==> src/dsag_pkg.sv <==
/*
  Shared constants and carrier types for the data space address
  generation and stack checking block.
  Assumes a 16-bit data space, 24-bit program addresses, 25 MHz clock.
*/
package dsag_pkg;

  // ==========================================================
  // Register map (Avalon-MM word offsets as byte addresses)
  // ==========================================================
  localparam logic [3:0]  OFS_STACK_LIMIT = 4'h0;
  localparam logic [3:0]  OFS_TABLE_PAGE  = 4'h4;
  localparam logic [3:0]  OFS_STATUS_LOW  = 4'h8;
  localparam logic [3:0]  OFS_STACK_PTR   = 4'hC;
  localparam logic [3:0]  OFS_TRAP_COUNT  = 4'h0; // unused alias guard

  // ==========================================================
  // Address space constants
  // ==========================================================
  localparam logic [23:0] PROG_USER_MAX   = 24'h7F_FFFE;
  localparam int          PROG_CFG_BIT    = 23;
  localparam int          TBLPAGE_CFG_BIT = 7;
  localparam logic [15:0] NEAR_MAX        = 16'h1FFF;
  localparam logic [15:0] STACK_FLOOR     = 16'h0800;
  localparam logic [15:0] Y_BASE_DEF      = 16'h0800;
  localparam logic [15:0] Y_END_DEF       = 16'h0FFF;
  localparam logic [15:0] MEM_TOP_DEF     = 16'h0FFF;
  localparam logic [15:0] ZERO_WORD       = 16'h0000;
  localparam logic [15:0] WORD_STEP       = 16'h0002;
  localparam logic [15:0] STACK_LIMIT_RST = 16'h0000;

  // ==========================================================
  // Access kinds issued by the execute stage
  // ==========================================================
  typedef enum logic [2:0]
  {
    ACC_NONE  = 3'b000,
    ACC_READ  = 3'b001,
    ACC_WRITE = 3'b010,
    ACC_PUSH  = 3'b011,
    ACC_POP   = 3'b100,
    ACC_MAC   = 3'b101
  } dsag_acc_e;

  // Push word source
  typedef enum logic [1:0]
  {
    PSH_DATA  = 2'b00,
    PSH_PCLO  = 2'b01,
    PSH_CALL  = 2'b10,
    PSH_EXC   = 2'b11
  } dsag_psh_e;

  // Data request from execute stage
  typedef struct packed
  {
    dsag_acc_e   kind;
    logic        byteOp;
    logic        direct13;
    logic        direct16;
    logic        bitRev;
    logic [15:0] ea;
    logic [15:0] wdata;
    dsag_psh_e   pushSrc;
    logic [23:0] pc;
  } dsag_req_s;

  // Dual MAC prefetch pointers
  typedef struct packed
  {
    logic [15:0] xPtr;
    logic [15:0] yPtr;
  } dsag_mac_s;

  // Program space request
  typedef struct packed
  {
    logic        valid;
    logic        tableAcc;
    logic [23:0] addr;
  } dsag_preq_s;

endpackage

==> src/dsag_agu.sv <==
/*
  Address generation and checking for data and program space, with the
  software stack limit and underflow checks.
  Assumes the execute stage presents one request per cycle and that the
  memory arrays outside return raw data for the addresses driven here.
*/
//
// Contract
// - User program access 0x000000..0x7FFFFE; table ops pick by page bit 7.
// - Program address bit 23 set only for ID and configuration accesses.
// - Program space 4M words, consecutive words two address units apart.
// - X block covers whole space except Y region for MAC reads.
// - MAC reads Y via W10/W11 and X via W8/W9 concurrently.
// - No writes over Y path; all writes use X path anywhere.
// - Bit reversal only on X writes; modulo in both X and Y.
// - Out-of-space or unimplemented reads return all zeros.
// - Misaligned word read or write raises address error trap.
// - Misaligned read completes; misaligned write is suppressed; then trap.
// - Byte load into working register updates low byte only.
// - Direct 13-bit field reaches 0x0000..0x1FFF; 16-bit reaches all X.
// - Stack pointer grows upward; post-increment push, pre-decrement pop.
// - Call pushes PC upper byte zero-extended, MSB clear.
// - Exception push places status low byte beside PC upper byte.
// - Stack limit uninitialised at reset; bit 0 always reads zero.
// - Stack EAs compared with limit; push at equal passes, next traps.
// - Stack pointer below 0x0800 raises stack error trap.
// - X/Y boundary fixed in hardware, not software movable.
`timescale 1ns/1ps

module dsag_agu
  import dsag_pkg::*;
#(
  parameter logic [15:0] Y_BASE  = Y_BASE_DEF,
  parameter logic [15:0] Y_END   = Y_END_DEF,
  parameter logic [15:0] MEM_TOP = MEM_TOP_DEF
)
(
  // Clock and reset
  input  wire logic                 clk,
  input  wire logic                 reset,
  // Avalon-MM register slave
  input  wire logic [3:0]           avsAddress,
  input  wire logic                 avsRead,
  input  wire logic                 avsWrite,
  input  wire logic [31:0]          avsWriteData,
  input  wire logic [3:0]           avsByteEnable,
  output logic [31:0]               avsReadData,
  output logic                      avsWaitRequest,
  // Execute stage data request
  input  wire dsag_pkg::dsag_req_s  req,
  input  wire logic [15:0]          modStart,
  input  wire logic [15:0]          modEnd,
  input  wire logic                 modEnable,
  input  wire logic [15:0]          regOld,
  // MAC prefetch pointers
  input  wire dsag_pkg::dsag_mac_s  mac,
  // Program space request
  input  wire dsag_pkg::dsag_preq_s preq,
  // Memory side
  input  wire logic [15:0]          xMemRdata,
  input  wire logic [15:0]          yMemRdata,
  output logic [15:0]               xAddr,
  output logic [15:0]               yAddr,
  output logic                      xWrite,
  output logic [15:0]               xWdata,
  output logic [23:0]               progAddr,
  output logic                      progValid,
  // Results
  output logic [15:0]               xRdata,
  output logic [15:0]               yRdata,
  output logic [15:0]               regLoad,
  // Trap requests
  output logic                      addrErrTrap,
  output logic                      stackErrTrap
);

  // ==========================================================
  // Register bus
  // ==========================================================
  logic [15:0] stackLimit_reg;
  logic [7:0]  tablePage_reg;
  logic [7:0]  statusLow_reg;
  logic [15:0] stackPtr_reg;
  logic        rdDone_reg;
  logic [31:0] rdData_reg;

  // Address decode
  wire selLimit = avsAddress == OFS_STACK_LIMIT;
  wire selPage  = avsAddress == OFS_TABLE_PAGE;
  wire selStat  = avsAddress == OFS_STATUS_LOW;
  wire selSp    = avsAddress == OFS_STACK_PTR;
  wire wrLimit  = avsWrite && selLimit;
  wire wrPage   = avsWrite && selPage && avsByteEnable[0];
  wire wrStat   = avsWrite && selStat && avsByteEnable[0];
  wire wrSp     = avsWrite && selSp;

  // Writes finish at once, reads wait one cycle
  assign avsWaitRequest = avsRead && !rdDone_reg;
  assign avsReadData    = rdData_reg;

  // Read mux; unmapped offsets return zero
  wire [31:0] rdMux =
      selLimit ? {16'h0000, stackLimit_reg[15:1], 1'b0} :
      selPage  ? {24'h00_0000, tablePage_reg} :
      selStat  ? {24'h00_0000, statusLow_reg} :
      selSp    ? {16'h0000, stackPtr_reg} : 32'h0000_0000;

  // Read handshake
  always_ff @(posedge clk)
  begin
    if (reset)
      rdDone_reg <= 1'b0;
    else
      rdDone_reg <= avsRead && !rdDone_reg;
    rdData_reg <= rdMux;
  end

  // Stack limit has no reset value; bit 0 held at zero
  logic [15:0] limitMerged;
  assign limitMerged = {avsByteEnable[1] ? avsWriteData[15:8]
                                         : stackLimit_reg[15:8],
                        avsByteEnable[0] ? avsWriteData[7:1]
                                         : stackLimit_reg[7:1],
                        1'b0};
  always_ff @(posedge clk)
  begin
    if (wrLimit)
      stackLimit_reg <= limitMerged;
  end

  // Page and status registers
  always_ff @(posedge clk)
  begin
    if (reset)
    begin
      tablePage_reg <= 8'h00;
      statusLow_reg <= 8'h00;
    end
    else
    begin
      if (wrPage)
        tablePage_reg <= avsWriteData[7:0];
      if (wrStat)
        statusLow_reg <= avsWriteData[7:0];
    end
  end

  // ==========================================================
  // Program space addressing
  // ==========================================================
  // Table ops pick config space by page bit 7; others stay in user space
  wire cfgAcc = preq.tableAcc && tablePage_reg[TBLPAGE_CFG_BIT];
  wire [23:0] progUser = preq.addr & PROG_USER_MAX;
  wire [23:0] progNext = {cfgAcc, progUser[22:1], 1'b0};

  always_ff @(posedge clk)
  begin
    if (reset)
    begin
      progAddr  <= 24'h00_0000;
      progValid <= 1'b0;
    end
    else
    begin
      progAddr  <= progNext;
      progValid <= preq.valid;
    end
  end

  // ==========================================================
  // Effective address shaping
  // ==========================================================
  // Bit reversal of the destination index
  function automatic logic [15:0] bitRev16(input logic [15:0] a);
    logic [15:0] r;
    r = 16'h0000;
    for (int i = 0; i < 16; i++)
      r[i] = a[15 - i];
    return r;
  endfunction

  // Modulo wrap applied when the EA leaves the buffer
  function automatic logic [15:0] modWrap(input logic [15:0] a,
                                          input logic        en,
                                          input logic [15:0] s,
                                          input logic [15:0] e);
    logic [15:0] r;
    r = a;
    if (en && a > e)
      r = s + (a - e - WORD_STEP);
    else if (en && a < s)
      r = e - (s - a - WORD_STEP);
    return r;
  endfunction

  wire isWrite = req.kind == ACC_WRITE;
  wire isRead  = req.kind == ACC_READ;
  wire isPush  = req.kind == ACC_PUSH;
  wire isPop   = req.kind == ACC_POP;
  wire isMac   = req.kind == ACC_MAC;

  // Direct field widths
  wire [15:0] eaDirect = req.direct13 ? {3'b000, req.ea[12:0]}
                                      : req.ea;
  // Bit reversal only for X writes
  wire [15:0] eaRev = (isWrite && req.bitRev) ? bitRev16(eaDirect)
                                              : eaDirect;
  wire [15:0] eaData = modWrap(eaRev, modEnable && !req.bitRev,
                               modStart, modEnd);

  // Stack pointer address and update
  wire [15:0] spPopEa  = stackPtr_reg - WORD_STEP;
  wire [15:0] stackEa  = isPop ? spPopEa : stackPtr_reg;
  wire [15:0] spNext   = isPush ? stackPtr_reg + WORD_STEP :
                         isPop  ? spPopEa : stackPtr_reg;

  // MAC pointers; Y also supports modulo
  wire [15:0] macX = mac.xPtr;
  wire [15:0] macY = modWrap(mac.yPtr, modEnable,
                             modStart, modEnd);

  // ==========================================================
  // Space checks
  // ==========================================================
  // Fixed boundary; parameters only
  wire yHitX   = macX >= Y_BASE && macX <= Y_END;
  wire yInY    = macY >= Y_BASE && macY <= Y_END;
  wire xOutMac = yHitX || macX > MEM_TOP;
  wire yOut    = !yInY;
  wire [15:0] dataEa = (isPush || isPop) ? stackEa : eaData;
  wire dataOut = dataEa > MEM_TOP;

  // Alignment
  wire wordAcc   = !req.byteOp || isPush || isPop;
  wire misRead   = (isRead || isPop) && wordAcc && dataEa[0];
  wire misWrite  = (isWrite || isPush) && wordAcc && dataEa[0];
  wire misMac    = isMac && (macX[0] || macY[0]);

  // Stack checks
  wire stackUse  = isPush || isPop;
  wire overLimit = isPush && stackPtr_reg > stackLimit_reg;
  wire underFlow = stackUse && stackEa < STACK_FLOOR;

  // ==========================================================
  // Push word formation
  // ==========================================================
  logic [15:0] pushWord;
  always_comb
  begin
    case (req.pushSrc)
      PSH_DATA: pushWord = req.wdata;
      PSH_PCLO: pushWord = req.pc[15:0];
      PSH_CALL: pushWord = {8'h00, 1'b0, req.pc[22:16]};
      PSH_EXC:  pushWord = {statusLow_reg, 1'b0, req.pc[22:16]};
      default:  pushWord = req.wdata;
    endcase
  end

  // ==========================================================
  // Memory side drive
  // ==========================================================
  // All writes use the X path; Y never written
  assign xAddr  = isMac ? macX : dataEa;
  assign yAddr  = macY;
  assign xWrite = (isWrite || isPush) && !misWrite && !dataOut;
  assign xWdata = isPush ? pushWord : req.wdata;

  // Read data with zero substitution
  wire [15:0] xRaw = isMac ? (xOutMac ? ZERO_WORD : xMemRdata)
                           : (dataOut ? ZERO_WORD : xMemRdata);
  wire [15:0] yRaw = (isMac && !yOut) ? yMemRdata : ZERO_WORD;
  // Byte select within the addressed word
  wire [7:0]  xByte = dataEa[0] ? xRaw[15:8] : xRaw[7:0];
  // Byte load keeps the high byte of the target
  wire [15:0] loadVal = req.byteOp ? {regOld[15:8], xByte}
                                   : xRaw;

  // ==========================================================
  // Registered results, stack pointer and traps
  // ==========================================================
  always_ff @(posedge clk)
  begin
    if (reset)
    begin
      xRdata       <= 16'h0000;
      yRdata       <= 16'h0000;
      regLoad      <= 16'h0000;
      addrErrTrap  <= 1'b0;
      stackErrTrap <= 1'b0;
    end
    else
    begin
      xRdata       <= xRaw;
      yRdata       <= yRaw;
      regLoad      <= loadVal;
      addrErrTrap  <= misRead || misWrite || misMac;
      stackErrTrap <= overLimit || underFlow;
    end
  end

  // Stack pointer; bus write has priority over stack traffic
  always_ff @(posedge clk)
  begin
    if (reset)
      stackPtr_reg <= STACK_FLOOR;
    else if (wrSp)
      stackPtr_reg <= {avsWriteData[15:1], 1'b0};
    else
      stackPtr_reg <= spNext;
  end

endmodule

==> config.mk <==
export PLATFORM = sky130hd
export DESIGN_NAME = dsag_agu
export DESIGN_NICKNAME = d
export VERILOG_FILES = /design/src/dsag_pkg.sv /design/src/dsag_agu.sv
export SDC_FILE = /design/constraint.sdc
export NUM_CORES = 1
export LEC_CHECK = 0
export BUFFER_PORTS_ARGS = -buffer_cell sky130_fd_sc_hd__buf_2
export CAP_MARGIN = 20
export CORE_ASPECT_RATIO = 1.1
export CORE_MARGIN = 4
export CORE_UTILIZATION = 45
export DETAILED_ROUTE_END_ITERATION = 10
export GPL_TIMING_DRIVEN = 0
export PLACE_DENSITY_LB_ADDON = 0.12
export SYNTH_ARGS = -nofsm -noshare
export SYNTH_HDL_FRONTEND = slang
export SYNTH_SLANG_ARGS = --single-unit
==> constraint.sdc <==
create_clock -name clk -period 16 [get_ports clk]
set_input_delay 3.2 -clock clk [delete_from_list [all_inputs] [get_ports clk]]
set_output_delay 3.2 -clock clk [all_outputs]
set_load 0.02 [all_outputs]
==> results of run 1 <==
==> cells by family (layout without fill, tap and decap cells) <==
group	after synthesis	after routing	share of synthesized area [%]
flip-flops	137	137	20.8
AO/OA/AOI/OAI	370	370	16.9
XOR/XNOR	66	66	4.15
adder cells (fa/ha/maj)	253	253	26.0
AND/OR/NAND/NOR	508	508	19.2
buffers and inverters	273	658	8.07
other	1	18	0.0270
multiplexers	59	59	4.93
==> through the flow <==
| stage | cell area, µm² | power (µW) | setup slack, ns | hold slack, ns | util, % |
|---|---|---|---|---|---|
| after floorplan | 14000 | 889 | 4.80 | 0.419 | - |
| after global placement | 16300 | 1080 | 3.59 | 0.450 | 53.3 |
| after detailed placement | 16300 | 1090 | 3.65 | 0.450 | 53.3 |
| after CTS | 16900 | 1500 | 3.60 | 0.459 | 55.3 |
| after global routing | 16900 | 1590 | 3.24 | 0.481 | 55.3 |
| final | 16900 | 1490 | 3.58 | 0.458 | 55.3 |
==> layout by cell type, fill, tap and decap left out, types with 24 or more instances in the layout <==
master    Yosys  final
a21oi_1      96     96
fa_1         60     60
xnor2_1      42     42
dfxtp_1     122    122
xor2_1       24     24
nor2b_1      52     52
o21ai_0      92     92
ha_1        193    193
buf_2         0    353
nor3_1       24     24
mux2i_1      49     49
inv_1       195    195
nand2_1     139    139
nand3_1      30     30
clkbuf_1     54     55
nor2_1      116    116
==> worst min path at each step <==
stage | startpoint | endpoint | cells after the start
2_1_floorplan | tablePage_reg[7]$_SDFFE_PP0P_ | progAddr[23]$_SDFF_PP0_ | 2
3_3_place_gp | tablePage_reg[7]$_SDFFE_PP0P_ | progAddr[23]$_SDFF_PP0_ | 2
3_5_place_dp | tablePage_reg[7]$_SDFFE_PP0P_ | progAddr[23]$_SDFF_PP0_ | 2
4_1_cts | tablePage_reg[7]$_SDFFE_PP0P_ | progAddr[23]$_SDFF_PP0_ | 2
5_1_grt | tablePage_reg[7]$_SDFFE_PP0P_ | progAddr[23]$_SDFF_PP0_ | 2
6_report | tablePage_reg[7]$_SDFFE_PP0P_ | progAddr[23]$_SDFF_PP0_ | 2
==> report_power, final <==
part | total [µW] | switching [µW] | leakage [µW] | internal, µW
logic | 724 | 430 | 0.00698 | 294
clock network | 402 | 158 | 0.000297 | 245
registers | 367 | 6.85 | 0.00113 | 360
total | 1490 | 594 | 0.00841 | 899
==> metal layers <==
metal  vias up  global-route usage [%]  share of wire (%)  routed length [µm]
met2       402                    46.3                 51               22700
met3        83                    3.66                4.9                2200
met5         -                       0              0.016                   7
li1       6539                       -                  -                   -
met4         2                    9.81                3.4                1520
met1      6261                    30.1                 41               18500
==> worst max-delay path, delay by kind of cell <==
kind | cells | cell delay, ns
AOI/OAI and AO/OA | 5 | 1.27
adders and majority gates | 1 | 0.34
and+or+nand+nor | 2 | 0.76
buffers and inverters | 8 | 2.55
muxes | 2 | 1.11
==> layout make-up <==
| cell class | count | area, µm² | share of cell area (%) |
|---|---|---|---|
| diodes | 1 | 2.50 | 0.0148 |
| plain buffers | 78 | 390 | 2.31 |
| clock buffers | 20 | 468 | 2.77 |
| clock inverters | 12 | 135 | 0.801 |
| inverters | 195 | 732 | 4.34 |
| multi-input cells | 1273 | 9960 | 59.1 |
| flip-flops and latches | 137 | 2890 | 17.2 |
| well taps | 414 | 518 | 3.07 |
| repair buffers | 353 | 1770 | 10.5 |
==> impl_metrics.ini, run 1 <==
[outcome]
status = complete, no violations

[timing]
min_period_ns = 12.42
final.setup.tns_ns = 0
hold_viol_final = 0
tightestPinTransition_ns = 0.984
finalCritPeriodShare_pct = 77.6
final-setup-viol-count = 0
fin_worst_skew_ns = 0.00768
relSlewSlack_pct = 33.5
slew_viol_final = 0
clock.fmax_mhz = 80.5
rsz0062_at_grt = false

[cells_and_area]
finalNonFillerCells = 2483
fin_nets = 2556
nFillCells = 3008
area_growth_pct = 21.2
largest_register_ffs = 23
top_register = progAddr
drive_gt1_share_pct = 21.7

[placement]
dpl.hpwl_um = 38600
port_buffers = 353
dp_cells = 2450
gp_congestion = 0.960

[clocking]
clockRootBuffer = clkbuf_16
cts_setup_buffers = 0
numCtsBuffers = 17
clkLatencyLatePin_ns = 0.42
tritoncts = done
cts_hold_buf = 0
clockBufferDepth = 2
cts.sinks = 137
cts_max_level = 4
cts.clk_slew.worst_paths_ns = 0.06
cts_resized = 0

[route]
viasPerCell = 5.35
drt_pass1_iterations = 5
drc = 0
vias = 13287
drtIter0Drc = 614
routed_wl_um = 44900
ant_nets = 0
drt-wirelength-per-cell_um = 18.1

[die]
dieArea_um2 = 33800
std_cell_rows = 67
start_util_pct = 45.6
coreArea_um2 = 30500
die_height_um = 192
die_x_um = 176
ios = 405

[logic_synthesis]
syn-cell-area_um2 = 13900
synth_area_leaders = dfxtp_1 (18%), ha_1 (17%), fa_1 (8.6%)
ys_types = 73
synth_edf_count = 15
yosysWarnings = 0
yosysMostFrequentCell = inv_1
synthArstFlopShare_pct = 0
ys_dominant_reg_cell = dfxtp_1
synth_top_cell_by_area = dfxtp_1
ys_ff_latch = 137
yosys-top-cells-count = inv_1 (195), ha_1 (193), nand2_1 (139)
synthCells = 1667
ys_seq_area_share_pct = 20.8
synth_area_per_cell_um2 = 8.35
synth.top_cell.area_share_pct = 17.6

[run]
drv_cap = 0

[grt]
grt_pass1_vias = 13052
antenna_found_initial = 1
grt_pass1_wl_um = 68200
track_usage_pct = 25.3
grt_max_degree = 17
grt_overflow = 0

[setup_path]
rr_startpoint = stackPtr_reg[1]$_SDFF_PP0_
cp_slowest_cell = mux2i_1
r2r_slack_ns = 11.98
critPathCapture = xAddr[2]
r2r_cells = 14
cp-end-kind = output port
reg2reg_to = xRdata[10]$_SDFF_PP0_
path_class = input port to output port
cpPeakStageDelay_ns = 0.69
cp.arrival_ns = 9.22
crit_chain = buf_2 > nor4bb_1 > buf_6 > clkbuf_1 > mux2i_1 > inv_1 > ha_1 > nand4_1 > a211o_1 > a31oi_1 > o31a_1 > clkbuf_1 > clkbuf_1 > clkbuf_1 > mux2i_1 > o221ai_1 > a21oi_1 > buf_2
startpoint = req[63]
cp-start-kind = input port
required_ns = 12.80
crit_fanout = 10
cp_common_cell = clkbuf_1

[power_and_ir_drop]
power_density_nw_per_um2 = 88.5
p_leak_uw = 0.00841
ir_worst_vdd_uv = 75.3

[worst_hold_path]
hp-class = flip-flop to flip-flop
Power figures use the tool's default switching activity.
==> run 2: changes to the inputs <==
ABC_AREA = 1   (was not set)
clock period = 12.2 ns   (was 16 ns; I/O delays follow)
==> run 2 against run 1 <==
Synthesized cell count rose by 14%. Worst hold slack worse by 0.033 ns. Critical path depth is 3 higher. Critical path type unchanged.
==> impl_metrics.ini, run 2 <==
[outcome]
status = complete, no violations

[logic_synthesis]
synth_area_leaders = dfxtp_1 (18%), ha_1 (18%), inv_1 (10%)
ys_seq_area_share_pct = 21.1
ys_ff_latch = 137
synth_top_cell_by_area = dfxtp_1
syn-cell-area_um2 = 13700
ys_types = 54
synth_area_per_cell_um2 = 7.20
synthCells = 1903
synthArstFlopShare_pct = 0
yosysMostFrequentCell = inv_1
yosys-top-cells-count = inv_1 (368), nand2_1 (282), ha_1 (193)
ys_dominant_reg_cell = dfxtp_1
yosysWarnings = 0
synth_edf_count = 15
synth.top_cell.area_share_pct = 17.8

[grt]
grt_overflow = 0
grt_max_degree = 17
antenna_found_initial = 7
grt_pass1_vias = 13639
grt_pass1_wl_um = 73600
track_usage_pct = 28.0

[route]
drc = 0
drt-wirelength-per-cell_um = 17.8
viasPerCell = 5.19
ant_nets = 0
vias = 14119
routed_wl_um = 48300
drt_pass1_iterations = 5
drtIter0Drc = 953

[timing]
final-setup-viol-count = 0
setup_slack_ns = 2.12
hold_viol_final = 0
tightestPinTransition_ns = 0.977
rsz0062_at_grt = false
fin_worst_skew_ns = 0.00722
clock.fmax_mhz = 99.2
final.setup.tns_ns = 0
relSlewSlack_pct = 34.1
slew_viol_final = 0
min_period_ns = 10.08
finalCritPeriodShare_pct = 82.6

[die]
dieArea_um2 = 33300
die_x_um = 174
ios = 405
start_util_pct = 46.0
die_height_um = 191
coreArea_um2 = 29800
std_cell_rows = 66

[clocking]
clkLatencyLatePin_ns = 0.42
clockBufferDepth = 2
numCtsBuffers = 17
cts_max_level = 4
cts_setup_buffers = 0
cts.sinks = 137
cts.clk_slew.worst_paths_ns = 0.06
cts_hold_buf = 0
tritoncts = done
clockRootBuffer = clkbuf_16
cts_resized = 0

[setup_path]
path_class = input port to output port
cp-start-kind = input port
cp-end-kind = output port
rr_startpoint = stackPtr_reg[3]$_SDFF_PP0_
required_ns = 9.76
cpPeakStageDelay_ns = 0.63
cp_slowest_cell = o21ai_0
crit_fanout = 10
cp_common_cell = o21ai_0
startpoint = req[58]
cp.arrival_ns = 7.64
crit_chain = buf_2 > inv_1 > nor2_1 > nand2_2 > clkbuf_1 > clkbuf_1 > o21ai_0 > inv_1 > fa_1 > inv_1 > ha_1 > ha_1 > a21oi_1 > o21ai_0 > a21oi_1 > xnor2_1 > o21ai_0 > o21ai_0 > o21ai_0 > o21ai_0 > buf_2

[worst_hold_path]
hp-class = flip-flop to flip-flop
min_from = rdDone_reg$_SDFF_PP0_

[cells_and_area]
fin_nets = 2795
final_common_cell = inv_1
nFillCells = 2969
final_cell_mix = inv_1 (368), buf_2 (361), nand2_1 (282)
area_growth_pct = 21.5
top_register = progAddr
largest_register_ffs = 23
drive_gt1_share_pct = 18.9

[placement]
gp_congestion = 0.974
port_buffers = 356
pre_cts_slack_ns = 2.21
dpl.hpwl_um = 41700

[power_and_ir_drop]
power_density_nw_per_um2 = 117
ir_worst_vdd_uv = 93.6
p_leak_uw = 0.00892

[run]
drv_cap = 0
-- run 2: cell types whose count changed after synthesis, moves of 45 or more --
cell,previous run,this run
a21oi_1,96,157
inv_1,195,368
mux2i_1,49,0
nand2_1,139,282
nand3_1,30,75
nor2_1,116,175
nor2b_1,52,0
-- run 2: power by group --
| part | total (µW) | internal, µW | switching [µW] | leakage (µW) |
|---|---|---|---|---|
| registers | 484 | 474 | 9.71 | 0.00113 |
| clock network | 520 | 321 | 199 | 0.000283 |
| logic | 946 | 341 | 605 | 0.00751 |
| total | 1950 | 1140 | 814 | 0.00892 |
-- run 2: critical path, delay by kind of cell --
kind,cells,cell delay [ns]
XOR/XNOR,1,0.18
AND/OR/NAND/NOR,2,0.43
buffers and inverters,7,1.11
adder cells (fa/ha/maj),3,1.18
AO/OA/AOI/OAI,8,2.29
-- run 2: area by class of cell --
cell class | instances | area [µm²] | share of cell area, %
tap | 408 | 510 | 3.07
antenna | 5 | 12.5 | 0.0751
inverter | 376 | 1410 | 8.48
clock inverter | 12 | 150 | 0.902
multi-input combinational | 1345 | 9140 | 54.9
buffer | 61 | 314 | 1.89
sequential | 137 | 2890 | 17.4
timing repair buffer | 356 | 1780 | 10.7
clock buffer | 20 | 437 | 2.62
-- run 2: metrics by stage --
stage          power (µW)  hold slack [ns]  cell area [µm²]  utilization [%]  std cells
2_1_floorplan        1140            0.399            13800                -       1919
3_3_place_gp         1420            0.408            16100             53.8       2683
3_5_place_dp         1430            0.417            16100             53.8       2683
4_1_cts              1950            0.425            16600             55.8       2715
5_1_grt              2090            0.450            16600             55.8       2719
6_report             1950            0.426            16700             55.9       2720
-- run 2: path summary, 6_finish.rpt --
kind | slack [ns] | end | cells past startpoint
setup reg to reg | 9.28 | regLoad[7]$_SDFF_PP0_ | 16
setup / recovery | 2.12 | xAddr[9] | 21
hold reg to reg | 0.43 | rdDone_reg$_SDFF_PP0_ | 1
hold / removal | 0.43 | rdDone_reg$_SDFF_PP0_ | 1
-- run 2: layer usage --
layer / up-vias / part of all wire [%] / global-route usage (%)
met2: 522 / 49 / 49.2
met5: - / 0.052 / 0.595
met4: 4 / 3.9 / 10.5
li1: 6973 / - / -
met3: 92 / 6.3 / 4.47
met1: 6528 / 41 / 34.6
-- run 2: logic make-up after synthesis --
logic type | Yosys count | share of synthesized area, %
xor+xnor | 67 | 4.28
other cells | 1 | 0.0274
flops | 137 | 21.1
simple gates | 610 | 19.0
compound gates | 398 | 16.5
fa+ha+maj | 253 | 26.4
buf+inv | 437 | 12.6
